==> src/gpgh_regs.vh <==
// Register map and constants for the port G / port H GPIO block.
// Assumes a 32-bit Avalon-MM slave with word addresses = byte address / 4.
`ifndef GPGH_REGS_VH
`define GPGH_REGS_VH

// Printed offsets are register indices; byte address is four times the index
`define GPGH_IDX_PORT_G_DATA 8'h0A
`define GPGH_IDX_PORT_H_DATA 8'h0B
`define GPGH_IDX_PORT_G_DIR 8'h0C
`define GPGH_IDX_PORT_H_DIR 8'h0D
`define GPGH_IDX_KBI_ENABLE 8'h0E

`define GPGH_G_WIDTH 3
`define GPGH_H_WIDTH 2
`define GPGH_KBI_WIDTH 5
`define GPGH_KBI_G_LSB 0
`define GPGH_KBI_H_LSB 3

`define GPGH_DIR_G_RST 3'h0
`define GPGH_DIR_H_RST 2'h0
`define GPGH_KBI_RST 5'h00
`define GPGH_UNMAPPED_DATA 32'h0000_0000

`endif

==> src/gpgh_sync.v <==
// Two-flop synchroniser for asynchronous pin levels.
// Assumes a single clock domain and an active-low async reset.
`timescale 1ns/100ps
module gpgh_sync #(
  parameter WIDTH = 1
) (
  input wire clk_in,
  input wire rst_n_in,
  input wire [WIDTH-1:0] async_in,
  output wire [WIDTH-1:0] sync_out
);
  reg [WIDTH-1:0] meta_r;
  reg [WIDTH-1:0] sync_r;

  // First stage feeds only the second stage
  always @(posedge clk_in or negedge rst_n_in) begin
    if (!rst_n_in) begin
      meta_r <= {WIDTH{1'b0}};
      sync_r <= {WIDTH{1'b0}};
    end else begin
      meta_r <= async_in;
      sync_r <= meta_r;
    end
  end

  assign sync_out = sync_r;
endmodule

==> src/gpgh_top.v <==
// GPIO logic for a 3-pin port G and a 2-pin port H, with keyboard-interrupt
// pin takeover. Assumes an Avalon-MM master on the same clock and external
// pads that resolve level from the output enables.
// Function
// - Port G is three pins and port H two pins, both shared with keyboard interrupts.
// - Each port G pin has a software read/write data latch that reset leaves alone.
// - Each port H pin has a software read/write data latch that reset leaves alone.
// - A port G direction bit of 1 enables the pin driver and 0 leaves it an input.
// - A port H direction bit of 1 enables the pin driver and 0 leaves it an input.
// - Reset clears the port G direction bits, which software can read and write.
// - Reset clears the port H direction bits, which software can read and write.
// - Reading port G data returns the latch for pins set as outputs.
// - Reading port G data returns the pin level for pins set as inputs.
// - Reading port H data returns the latch for pins set as outputs.
// - Reading port H data returns the synchronised pin level for input pins.
// - Data writes with byte lane 0 enabled update the latch whatever the direction.
// - A set keyboard enable bit makes a port G pin an interrupt input over its direction.
// - Keyboard enable bits 4 and 3 make the port H pins interrupt inputs.
//
// Design decision made here: the Avalon-MM slave port.
`timescale 1ns/100ps
`include "gpgh_regs.vh"

module gpgh_top (
  input wire clk_in,
  input wire nrst_in,
  // Avalon-MM slave, word addressed
  input wire [7:0] avs_address_in,
  input wire avs_read_in,
  input wire avs_write_in,
  input wire [3:0] avs_byteenable_in,
  input wire [31:0] avs_writedata_in,
  output reg [31:0] avs_readdata_out,
  output reg avs_waitrequest_out,
  // Port G pins
  input wire [2:0] port_g_pin_in,
  output reg [2:0] port_g_pin_out,
  output reg [2:0] port_g_pin_oe_out,
  // Port H pins
  input wire [1:0] port_h_pin_in,
  output reg [1:0] port_h_pin_out,
  output reg [1:0] port_h_pin_oe_out,
  // Synchronised pin levels handed to the keyboard interrupt logic
  output reg [4:0] keyboard_wakeup_pin_out
);

  // ===========================================================
  // Reset release
  // ===========================================================
  reg rst_meta_r;
  reg rst_n_r;

  always @(posedge clk_in or negedge nrst_in) begin
    if (!nrst_in) begin
      rst_meta_r <= 1'b0;
      rst_n_r <= 1'b0;
    end else begin
      rst_meta_r <= 1'b1;
      rst_n_r <= rst_meta_r;
    end
  end

  // ===========================================================
  // Pin input synchronisation
  // ===========================================================
  wire [4:0] pins_sync;

  // G pins low, H pins high
  gpgh_sync #(
    .WIDTH(5)
  ) u_pin_sync (
    .clk_in(clk_in),
    .rst_n_in(rst_n_r),
    .async_in({port_h_pin_in, port_g_pin_in}),
    .sync_out(pins_sync)
  );

  wire [2:0] g_pin_lvl = pins_sync[2:0];
  wire [1:0] h_pin_lvl = pins_sync[4:3];

  // ===========================================================
  // Registers
  // ===========================================================
  reg [2:0] port_g_data_latch_r;
  reg [1:0] port_h_data_latch_r;
  reg [2:0] port_g_direction_r;
  reg [1:0] port_h_direction_r;
  reg [4:0] keyboard_interrupt_enable_r;

  // Request is answered on the second edge: waitrequest drops for one cycle
  reg ack_r;
  wire req = avs_read_in | avs_write_in;
  wire wr_go = avs_write_in & ack_r;
  wire lane0 = avs_byteenable_in[0];

  wire sel_g_data = (avs_address_in == `GPGH_IDX_PORT_G_DATA);
  wire sel_h_data = (avs_address_in == `GPGH_IDX_PORT_H_DATA);
  wire sel_g_dir = (avs_address_in == `GPGH_IDX_PORT_G_DIR);
  wire sel_h_dir = (avs_address_in == `GPGH_IDX_PORT_H_DIR);
  wire sel_kbi = (avs_address_in == `GPGH_IDX_KBI_ENABLE);

  always @(posedge clk_in or negedge rst_n_r) begin
    if (!rst_n_r) begin
      ack_r <= 1'b0;
    end else begin
      ack_r <= req & ~ack_r;
    end
  end

  // Latches have no reset; power-up content is undefined
  always @(posedge clk_in) begin
    if (wr_go && lane0 && sel_g_data) begin
      port_g_data_latch_r <= avs_writedata_in[2:0];
    end
    if (wr_go && lane0 && sel_h_data) begin
      port_h_data_latch_r <= avs_writedata_in[1:0];
    end
  end

  always @(posedge clk_in or negedge rst_n_r) begin
    if (!rst_n_r) begin
      port_g_direction_r <= `GPGH_DIR_G_RST;
      port_h_direction_r <= `GPGH_DIR_H_RST;
      keyboard_interrupt_enable_r <= `GPGH_KBI_RST;
    end else if (wr_go && lane0) begin
      if (sel_g_dir) begin
        port_g_direction_r <= avs_writedata_in[2:0];
      end
      if (sel_h_dir) begin
        port_h_direction_r <= avs_writedata_in[1:0];
      end
      if (sel_kbi) begin
        keyboard_interrupt_enable_r <= avs_writedata_in[4:0];
      end
    end
  end

  // ===========================================================
  // Read path
  // ===========================================================
  reg [31:0] rd_nxt;

  always @* begin
    rd_nxt = `GPGH_UNMAPPED_DATA;
    if (sel_g_data) begin
      // Latch when output, pin when input
      rd_nxt[2:0] = (port_g_direction_r & port_g_data_latch_r) |
                    (~port_g_direction_r & g_pin_lvl);
    end else if (sel_h_data) begin
      // Latch when output, pin when input
      rd_nxt[1:0] = (port_h_direction_r & port_h_data_latch_r) |
                    (~port_h_direction_r & h_pin_lvl);
    end else if (sel_g_dir) begin
      rd_nxt[2:0] = port_g_direction_r;
    end else if (sel_h_dir) begin
      rd_nxt[1:0] = port_h_direction_r;
    end else if (sel_kbi) begin
      rd_nxt[4:0] = keyboard_interrupt_enable_r;
    end
  end

  always @(posedge clk_in or negedge rst_n_r) begin
    if (!rst_n_r) begin
      avs_readdata_out <= 32'h0000_0000;
      avs_waitrequest_out <= 1'b1;
    end else begin
      avs_waitrequest_out <= ~(req & ~ack_r);
      if (avs_read_in && !ack_r) begin
        avs_readdata_out <= rd_nxt;
      end
    end
  end

  // ===========================================================
  // Pin drivers
  // ===========================================================
  // Direction still selects the read source even while the keyboard
  // function owns the pin; only the driver is overridden.
  wire [2:0] kbi_g = keyboard_interrupt_enable_r[2:0];
  wire [1:0] kbi_h = keyboard_interrupt_enable_r[4:3];

  always @(posedge clk_in or negedge rst_n_r) begin
    if (!rst_n_r) begin
      port_g_pin_oe_out <= 3'h0;
      port_h_pin_oe_out <= 2'h0;
      port_g_pin_out <= 3'h0;
      port_h_pin_out <= 2'h0;
      keyboard_wakeup_pin_out <= 5'h00;
    end else begin
      port_g_pin_oe_out <= port_g_direction_r & ~kbi_g;
      port_h_pin_oe_out <= port_h_direction_r & ~kbi_h;
      // Latch drives as soon as direction turns on
      port_g_pin_out <= port_g_data_latch_r;
      port_h_pin_out <= port_h_data_latch_r;
      keyboard_wakeup_pin_out <= pins_sync;
    end
  end

endmodule

==> config.mk <==
export PLATFORM = sky130hd
export DESIGN_NAME = gpgh_top
export DESIGN_NICKNAME = d
export VERILOG_FILES = /design/src/gpgh_sync.v /design/src/gpgh_top.v
export VERILOG_INCLUDE_DIRS = /design/src
export SDC_FILE = /design/constraint.sdc
export NUM_CORES = 1
export LEC_CHECK = 0
export BUFFER_PORTS_ARGS = -buffer_cell sky130_fd_sc_hd__clkbuf_2
export CORE_ASPECT_RATIO = 0.5
export CORE_UTILIZATION = 40
export DETAILED_ROUTE_END_ITERATION = 6
export PLACE_DENSITY = 0.75
export SLEW_MARGIN = 20
export SYNTH_ARGS = -nofsm -noshare
export SYNTH_HDL_FRONTEND = slang
export SYNTH_SLANG_ARGS = --single-unit
==> constraint.sdc <==
create_clock -name clk_in -period 1.2 [get_ports clk_in]
set_input_delay 0.24 -clock clk_in [delete_from_list [all_inputs] [get_ports clk_in]]
set_output_delay 0.24 -clock clk_in [all_outputs]
set_load 0.01 [all_outputs]
==> results.toml, run 1 <==
[status]
status = "finished, violations left"
violations = "negative setup slack"

[cts]
ctsRootBufferMaster = "clkbuf_8"
cts_made_buffers = 5
cts_tree = "built"
path_clk_slew_ns = 0.08
worst_skew_pair.late_latency_ns = 0.29
clock-sinks = 49
cts_buffer_depth = 2
h-tree-depth = 2

[power]
p_switching_uw = 692.0
pwr-share-clk = 0.310
pwr-share-seq = 0.598
p_int_uw = 2237
switching_share = 0.2363
irDropWorstVdd_uv = 511.6
leakage_uw = 0.001275
totalPowerFinal_uw = 2929
p_per_area_mw_per_mm2 = 1169
power_frac_comb = 0.092

[routing]
wl_um = 3870
antenna_left = 0
drc = 0
vias = 1253
drt-initial-drc-count = 37
drt_pass1_iterations = 4
post_drt_wl_per_cell_um = 13.77
vias_per_cell = 4.459

[global_route]
antenna_found_initial = 0
grt_pass1_vias = 1158
grt_overflow = 0
grt_pass1_wl_um = 5664
grtUsageTotal = 0.1465
grt_max_degree = 22

[yosys]
ys_types = 29
yosysSeqAreaShare = 0.6352
synth_top_area_share = 0.5457
synth_top_cell_by_area = "dfrtp_1"
synth_seq_cells = 49
yosys_warnings = 0
avgSynthCellArea_um2 = 13.23
synth_area_leaders = "dfrtp_1, buf_4, edfxtp_1, mux2_2, mux2i_1"
synth_area_mm2 = 0.001972
netlist_instances = 149

[timing]
finalSetupTns_ns = -2.051
fin_skew_ns = 0.005740
drv_slew = 0
setup_viol = 10
grt_setup_unrepaired = "yes"
hold_viol_final = 0
final.period_utilization = 1.204
max_freq_mhz = 692.1
min_period_ns = 1.445
setup_ws_ns = -0.2449

[layout]
area_growth_pct = 27.09
drive_above_1_share = 0.4558
n_antenna_cell = 0
most-common-layout-cells = "dfrtp_1, clkbuf_2, conb_1"
fillCellCount = 374
fin_area_mm2 = 0.002506
fin_nets = 267

[floorplan]
core-area_mm2 = 0.004573
ios = 101
dieArea_mm2 = 0.005231
die_y_um = 51.65
row_count = 17
die_w_um = 101.3
initial_utilization = 0.4312

[setup_path]
end_kind = "flip-flop"
worst_r2r_path_depth = 4
worstPathArrival_ns = 1.62
cp_max_fo = 3
critical_path_class = "reg -> reg"
crit_path_start_kind = "flip-flop"
crit_required_ns = 1.38

[placed_design]
finalWeightedCongestion = 0.8662
io_buffer_count = 43
hpwlAfterDp_um = 2724
placed_area_mm2 = 0.002282
dp_slack_ns = -0.3647

[flow_run]
drv_cap = 0

[hold_path]
hp-class = "in -> reg"
min_path_cells = 1
logic make-up after synthesis:
logic type	Yosys count	synth area share
flip-flops	49	0.6352
buffers and inverters	33	0.1155
AO/OA/AOI/OAI	14	0.04061
AND/OR/NAND/NOR	33	0.1053
multiplexers	18	0.09962
other	2	0.003809
critical path, cell delays in order (launching register included):
cell and delay (ns):
dfrtp_1 0.38, and3_4 0.19, and3_4 0.19, and4b_2 0.26
mux2_4 0.31
cells in the mapped netlist:
master and count:
nor2b_1 6, and3_1 2, buf_1 1, or2_2 1
dfrtp_1 43, buf_4 27, and3_4 1, and4b_1 1
mux2_2 11, conb_1 2, nand2_1 9, nand2b_1 3
and2_1 1, nor2_1 3, nand3b_1 2, dfstp_2 1
buf_2 2, nor4_2 1, nand4_4 1, mux2_1 2
inv_1 3, a32o_1 1, a21oi_1 4, o21ai_0 7
mux2i_1 5, o31ai_1 2, nand2_2 1, nor3_1 1
edfxtp_1 5
power groups by stage:
stage                     clock (µW)  sequential, µW  combinational (µW)
after floorplan                    0            1800                 166
after global routing            1010            1760                 296
after global placement             0            1780                 227
after CTS                        935            1750                 248
final                            908            1750                 271
after detailed placement           0            1790                 233
cell type report:
cell class / instances / area [µm²] / share of cell area
Clock buffer: 6 / 72.57 / 0.02896
Clock inverter: 2 / 10.01 / 0.003994
Inverter: 3 / 11.26 / 0.004493
Multi-Input combinational cell: 93 / 703.2 / 0.2806
Sequential cell: 49 / 1254 / 0.5002
Tap cell: 66 / 82.58 / 0.03295
Timing Repair Buffer: 62 / 372.9 / 0.1488
stage by stage:
stage	cells	utilization	hold slack (ns)
2_1_floorplan	175	-	-0.05559
3_3_place_gp	266	0.4990	0.02874
3_5_place_dp	266	0.4990	0.03207
4_1_cts	278	0.5278	0.04019
5_1_grt	281	0.5480	0.02712
6_report	281	0.5480	0.04423
registers in the layout, indices dropped and copies added, names as in the netlist:
name	count
port_h_pin_out	2
keyboard_wakeup_pin_out	5
u_pin_sync.meta_r	5
u_pin_sync.sync_out	5
port_h_pin_oe_out	2
ack_r	1
port_g_pin_out	3
avs_readdata_out	5
avs_waitrequest_out	1
rst_meta_r	1
port_g_data_latch_r	3
port_g_pin_oe_out	3
port_h_data_latch_r	2
port_h_direction_r	2
keyboard_interrupt_enable_r	5
rst_n_r	1
port_g_direction_r	3
repair_timing:
item | 4_1_cts | 5_1_grt
gates resized for setup | 4 | 19
cloned | 0 | 0
buffers inserted | 3 | 5
hold buffers | 1 | 0
endpoints found under the hold margin | 2 | 0
pin swaps | 2 | 7
setup endpoints to repair | 16 | 19
layer usage:
layer | track usage | routed length (µm)
met2 | 0.2290 | 1837
met3 | 0.03763 | 306
met5 | 0 | 0
met1 | 0.2004 | 1672
met4 | 0.05072 | 54
final timing paths:
check / startpoint / endpoint / slack, ns
setup / recovery: ack_r$_DFF_PN0_ / port_h_direction_r[1]$_DFFE_PN0P_ / -0.24
hold / removal: port_g_pin_in[0] / u_pin_sync.meta_r[0]$_DFF_PN0_ / 0.04
setup reg to reg: ack_r$_DFF_PN0_ / port_h_direction_r[1]$_DFFE_PN0P_ / -0.24
max in group asynchronous: rst_n_r$_DFF_PN0_ / port_g_direction_r[1]$_DFFE_PN0P_ / 0.57
min in group asynchronous: rst_n_r$_DFF_PN0_ / keyboard_interrupt_enable_r[4]$_DFFE_PN0P_ / 0.19
hold reg to reg: rst_n_r$_DFF_PN0_ / keyboard_interrupt_enable_r[4]$_DFFE_PN0P_ / 0.19
No activity file was read; power rests on OpenSTA's default activity.
==> inputs of run 2 (changes only) <==
--- a/config.mk
+++ b/config.mk
@@ -8,9 +8,9 @@
 export LEC_CHECK = 0
 export BUFFER_PORTS_ARGS = -buffer_cell sky130_fd_sc_hd__clkbuf_2
 export CORE_ASPECT_RATIO = 0.5
-export CORE_UTILIZATION = 40
+export CORE_UTILIZATION = 45
 export DETAILED_ROUTE_END_ITERATION = 6
-export PLACE_DENSITY = 0.75
+export PLACE_DENSITY = 0.79
 export SLEW_MARGIN = 20
 export SYNTH_ARGS = -nofsm -noshare
 export SYNTH_HDL_FRONTEND = slang
==> constraint.sdc (replaced) <==
create_clock -name clk_in -period 1.4 [get_ports clk_in]
set_input_delay 0.28 -clock clk_in [delete_from_list [all_inputs] [get_ports clk_in]]
set_output_delay 0.28 -clock clk_in [all_outputs]
set_load 0.01 [all_outputs]
==> run 2 against run 1 <==
Against the previous run:
- the flow still finishes with violations (negative setup slack)
- cell area down 4.5%
- die area down 11%
- via count down 1.4%
- critical endpoint is now port_g_direction_r[1]$_DFFE_PN0P_
- largest cell class unchanged
- largest power group unchanged
- highest routed layer unchanged
==> results.toml, run 2 (synthesis results as in run 1) <==
[setup_path]
cp_max_fo = 3
r2r_start = "ack_r$_DFF_PN0_"
timing.rr.end = "port_g_direction_r[1]$_DFFE_PN0P_"
r2r_setup_slack_ns = -0.03
critical_path_class = "reg -> reg"
crit_required_ns = 1.59
worst_r2r_path_depth = 5
crit_path_start_kind = "flip-flop"
end_kind = "flip-flop"
worstPathArrival_ns = 1.63

[routing]
vias = 1235
drc = 0
post_drt_wl_per_cell_um = 14.08
antenna_left = 0
vias_per_cell = 4.714
wl_um = 3689
drt_pass1_iterations = 4
drt-initial-drc-count = 56

[global_route]
grt_pass1_wl_um = 5851
grt_pass1_vias = 1199
grt_overflow = 0
antenna_found_initial = 0
grtUsageTotal = 0.1735
grt_max_degree = 17

[cts]
worst_skew_pair.late_latency_ns = 0.31
postCtsSetupBuffers = 0
h-tree-depth = 2
ctsRootBufferMaster = "clkbuf_8"
path_clk_slew_ns = 0.09
cts_made_buffers = 5
clock-sinks = 49
cts_tree = "built"
cts_buffer_depth = 2

[power]
switching_share = 0.2247
p_int_uw = 2131
pwr-share-clk = 0.382
power_frac_comb = 0.073
leakage_uw = 0.001216
pwr-share-seq = 0.545
irDropWorstVdd_uv = 431.7
p_per_area_mw_per_mm2 = 1149
p_switching_uw = 617.8

[placed_design]
finalWeightedCongestion = 0.8279
dp_slack_ns = -0.2602
io_buffer_count = 43
hpwlAfterDp_um = 2674

[floorplan]
die_y_um = 48.81
die_w_um = 95.62
core-area_mm2 = 0.004044
row_count = 16
dieArea_mm2 = 0.004667
initial_utilization = 0.4876
ios = 101

[timing]
hold_viol_final = 0
drv_slew = 0
final.period_utilization = 1.024
setup_ws_ns = -0.03361
grt_setup_unrepaired = "yes"
setup_viol = 5
hold_slack_ns = 0.07315
fin_skew_ns = 0.008861
min_period_ns = 1.434
max_freq_mhz = 697.5

[hold_path]
min_path_cells = 1
holdPathEnd = "u_pin_sync.meta_r[4]$_DFF_PN0_"
hp-class = "in -> reg"
holdCritStartpoint = "port_h_pin_in[1]"

[layout]
area_growth_pct = 21.32
most-common-layout-cells = "clkbuf_2, dfrtp_1, conb_1"
final_common_cell = "clkbuf_2"
fin_nets = 260
n_antenna_cell = 0
drive_above_1_share = 0.4038
finish.utilization = 0.5916

[status]
status = "finished, violations left"
violations = "negative setup slack"

[flow_run]
drv_cap = 0
run 2: layout make-up:
class,instances,area (µm²)
clock buffer,6,82.58
clock inverter,2,37.54
fill,329,1652
inverter,3,11.26
multi-input combinational,93,628.1
sequential,49,1254
tap,54,67.56
timing repair buffer,55,311.5
run 2: metrics by stage:
step                cell area, µm²  setup TNS [ns]  std cells  power, µW
floorplan                     2078        -0.04531        175       1680
detailed placement            2228          -2.513        253       1719
finish                        2392         -0.1248        262       2749
CTS                           2392        -0.07133        262       2759
global route                  2392         -0.5134        262       2837
global placement              2228          -1.479        253       1709
run 2: worst max-delay path by stage:
| stage | start | cells after the start | to |
|---|---|---|---|
| after detailed placement | avs_address_in[5] | 5 | port_h_direction_r[0]$_DFFE_PN0P_ |
| after floorplan | avs_address_in[5] | 4 | port_h_direction_r[0]$_DFFE_PN0P_ |
| after CTS | ack_r$_DFF_PN0_ | 4 | port_h_direction_r[0]$_DFFE_PN0P_ |
| after global routing | ack_r$_DFF_PN0_ | 5 | port_g_direction_r[1]$_DFFE_PN0P_ |
| after global placement | avs_address_in[5] | 5 | port_h_direction_r[1]$_DFFE_PN0P_ |
| final | ack_r$_DFF_PN0_ | 5 | port_g_direction_r[1]$_DFFE_PN0P_ |
run 2: critical path: stages (launching register included):
cell and delay, ns:
dfrtp_1 0.36, and3_4 0.19, and3_4 0.18, buf_6 0.11
nand4_4 0.15, mux2_4 0.34
run 2: layer usage:
metal	global-route usage	share of wire
met1	0.2073	0.42
met4	0.08706	0.019
met3	0.03583	0.052
met2	0.2988	0.51
met5	0	0
run 2: power by group through the flow:
stage	clock (µW)	combinational (µW)	sequential, µW
2_1_floorplan	0	140	1540
3_3_place_gp	0	184	1530
3_5_place_dp	0	190	1530
4_1_cts	1060	198	1500
5_1_grt	1110	220	1510
6_report	1050	200	1500
run 2: what timing repair did:
item,4_1_cts,5_1_grt
endpoints found under the hold margin,2,0
pin swaps,3,0
setup endpoints to repair,10,12
gates resized for setup,9,0
cloned,0,0
hold buffers,1,0
==> inputs of run 3 (changes only) <==
--- a/config.mk
+++ b/config.mk
@@ -8,9 +8,9 @@
 export LEC_CHECK = 0
 export BUFFER_PORTS_ARGS = -buffer_cell sky130_fd_sc_hd__clkbuf_2
 export CORE_ASPECT_RATIO = 0.5
-export CORE_UTILIZATION = 45
+export CORE_UTILIZATION = 48
 export DETAILED_ROUTE_END_ITERATION = 6
-export PLACE_DENSITY = 0.79
+export PLACE_DENSITY = 0.84
 export SLEW_MARGIN = 20
 export SYNTH_ARGS = -nofsm -noshare
 export SYNTH_HDL_FRONTEND = slang
==> constraint.sdc (replaced) <==
create_clock -name clk_in -period 1.77 [get_ports clk_in]
set_input_delay 0.354 -clock clk_in [delete_from_list [all_inputs] [get_ports clk_in]]
set_output_delay 0.354 -clock clk_in [all_outputs]
set_load 0.01 [all_outputs]
==> run 3 against run 2 <==
Against the previous run:
- the run now ends clean
- fmax is 3.9% lower
- cell count is 3.1% lower
- worst setup slack better by 0.31 ns
- critical path type unchanged
==> results.toml, run 3 (synthesis results as in run 1) <==
[routing]
antenna_left = 0
post_drt_wl_per_cell_um = 13.10
drt-initial-drc-count = 89
drc = 0
drt_pass1_iterations = 4
vias_per_cell = 4.650
wl_um = 3327
vias = 1181

[setup_path]
r2r_setup_slack_ns = 0.28
worstPathArrival_ns = 1.67
worst_r2r_path_depth = 4
crit_path_start_kind = "flip-flop"
r2r_start = "ack_r$_DFF_PN0_"
critical_path_class = "reg -> reg"
cp_max_fo = 4
end_kind = "flip-flop"
crit_required_ns = 1.95
timing.rr.end = "port_h_direction_r[1]$_DFFE_PN0P_"

[hold_path]
min_path_cells = 1
holdPathEnd = "u_pin_sync.meta_r[1]$_DFF_PN0_"
holdCritStartpoint = "port_g_pin_in[1]"
hp-class = "in -> reg"

[layout]
area_growth_pct = 16.05
fin_nets = 252
most-common-layout-cells = "dfrtp_1, clkbuf_2, conb_1"
fillCellCount = 319
drive_above_1_share = 0.3550
n_antenna_cell = 0

[global_route]
grtUsageTotal = 0.1611
grt_max_degree = 43
grt_pass1_vias = 1040
grt_pass1_wl_um = 4954
grt_overflow = 0
antenna_found_initial = 0

[floorplan]
row_count = 16
core-area_mm2 = 0.003924
die_w_um = 92.65
dieArea_mm2 = 0.004384
ios = 101
initial_utilization = 0.5026
die_y_um = 47.32

[placed_design]
hpwlAfterDp_um = 2458
finalWeightedCongestion = 0.8505
dp_slack_ns = 0.03059
io_buffer_count = 43

[timing]
min_period_ns = 1.491
max_freq_mhz = 670.6
slew_headroom = 0.6594
finalSetupTns_ns = 0
hold_viol_final = 0
drv_slew = 0
fin_skew_ns = 0.005455
grt_setup_unrepaired = "no"
final.period_utilization = 0.8425
setup_ws_ns = 0.2788
setup_viol = 0
worst_pin_slew_ns = 0.5110

[cts]
cts_buffer_depth = 2
clock-sinks = 49
cts_tree = "built"
path_clk_slew_ns = 0.09
cts_made_buffers = 5
ctsRootBufferMaster = "clkbuf_8"
worst_skew_pair.late_latency_ns = 0.30
h-tree-depth = 2
postCtsSetupBuffers = 0

[power]
irDropWorstVdd_uv = 416.8
leakage_uw = 0.001151
p_per_area_mw_per_mm2 = 932.5

[status]
status = "finished clean"

[flow_run]
drv_cap = 0
==> run 3: through the flow <==
stage / instances / util / cell area, µm² / hold slack [ns] / total power (µW)
detailed placement: 245 / 0.5501 / 2158 / 0.1431 / 1344
global placement: 245 / 0.5501 / 2158 / 0.1394 / 1335
floorplan: 175 / - / 2069 / 0.05841 / 1328
global route: 254 / 0.5832 / 2288 / 0.1414 / 2212
CTS: 254 / 0.5832 / 2288 / 0.1486 / 2154
finish: 254 / 0.5832 / 2288 / 0.1537 / 2134
==> run 3: final cells by class <==
class,instances,area [µm²],area share
Sequential cell,49,1252,0.5473
Tap cell,54,67.56,0.02952
Clock inverter,2,37.54,0.01640
Clock buffer,6,82.58,0.03609
Multi-Input combinational cell,93,589.3,0.2575
Timing Repair Buffer,47,247.7,0.1083
Inverter,3,11.26,0.004921
==> run 3: per-layer routing <==
| layer | vias up | global-route usage | routed length, µm |
|---|---|---|---|
| met5 | - | 0 | 0 |
| met4 | 0 | 0.08308 | 0 |
| met3 | 0 | 0.04369 | 246 |
| met2 | 52 | 0.2844 | 1695 |
| met1 | 586 | 0.1923 | 1384 |
| li1 | 543 | - | - |
==> run 3: how the worst max path moves through the flow <==
stage                       from                                 to
6_report         ack_r$_DFF_PN0_  port_h_direction_r[1]$_DFFE_PN0P_
5_1_grt          ack_r$_DFF_PN0_  port_h_direction_r[1]$_DFFE_PN0P_
4_1_cts          ack_r$_DFF_PN0_  port_h_direction_r[1]$_DFFE_PN0P_
3_5_place_dp   avs_address_in[5]  port_h_direction_r[1]$_DFFE_PN0P_
3_3_place_gp   avs_address_in[5]  port_h_direction_r[0]$_DFFE_PN0P_
2_1_floorplan  avs_address_in[5]  port_h_direction_r[0]$_DFFE_PN0P_
==> run 3: worst max-delay path: stages (launching register included) <==
cell	delay (ns)
dfrtp_1	0.38
and3_1	0.19
and3_4	0.22
and4b_1	0.25
mux2_1	0.34
==> run 3: where the power goes <==
group          total [µW]  internal, µW  switching [µW]
Sequential           1180          1170            13.1
Clock                 811           459             352
Combinational         143          47.0            96.5
==> run 3: what timing repair did <==
item,CTS,global route
setup endpoints to repair,0,0
hold endpoints to repair,2,0
hold buffers,1,0
gates resized for setup,0,0
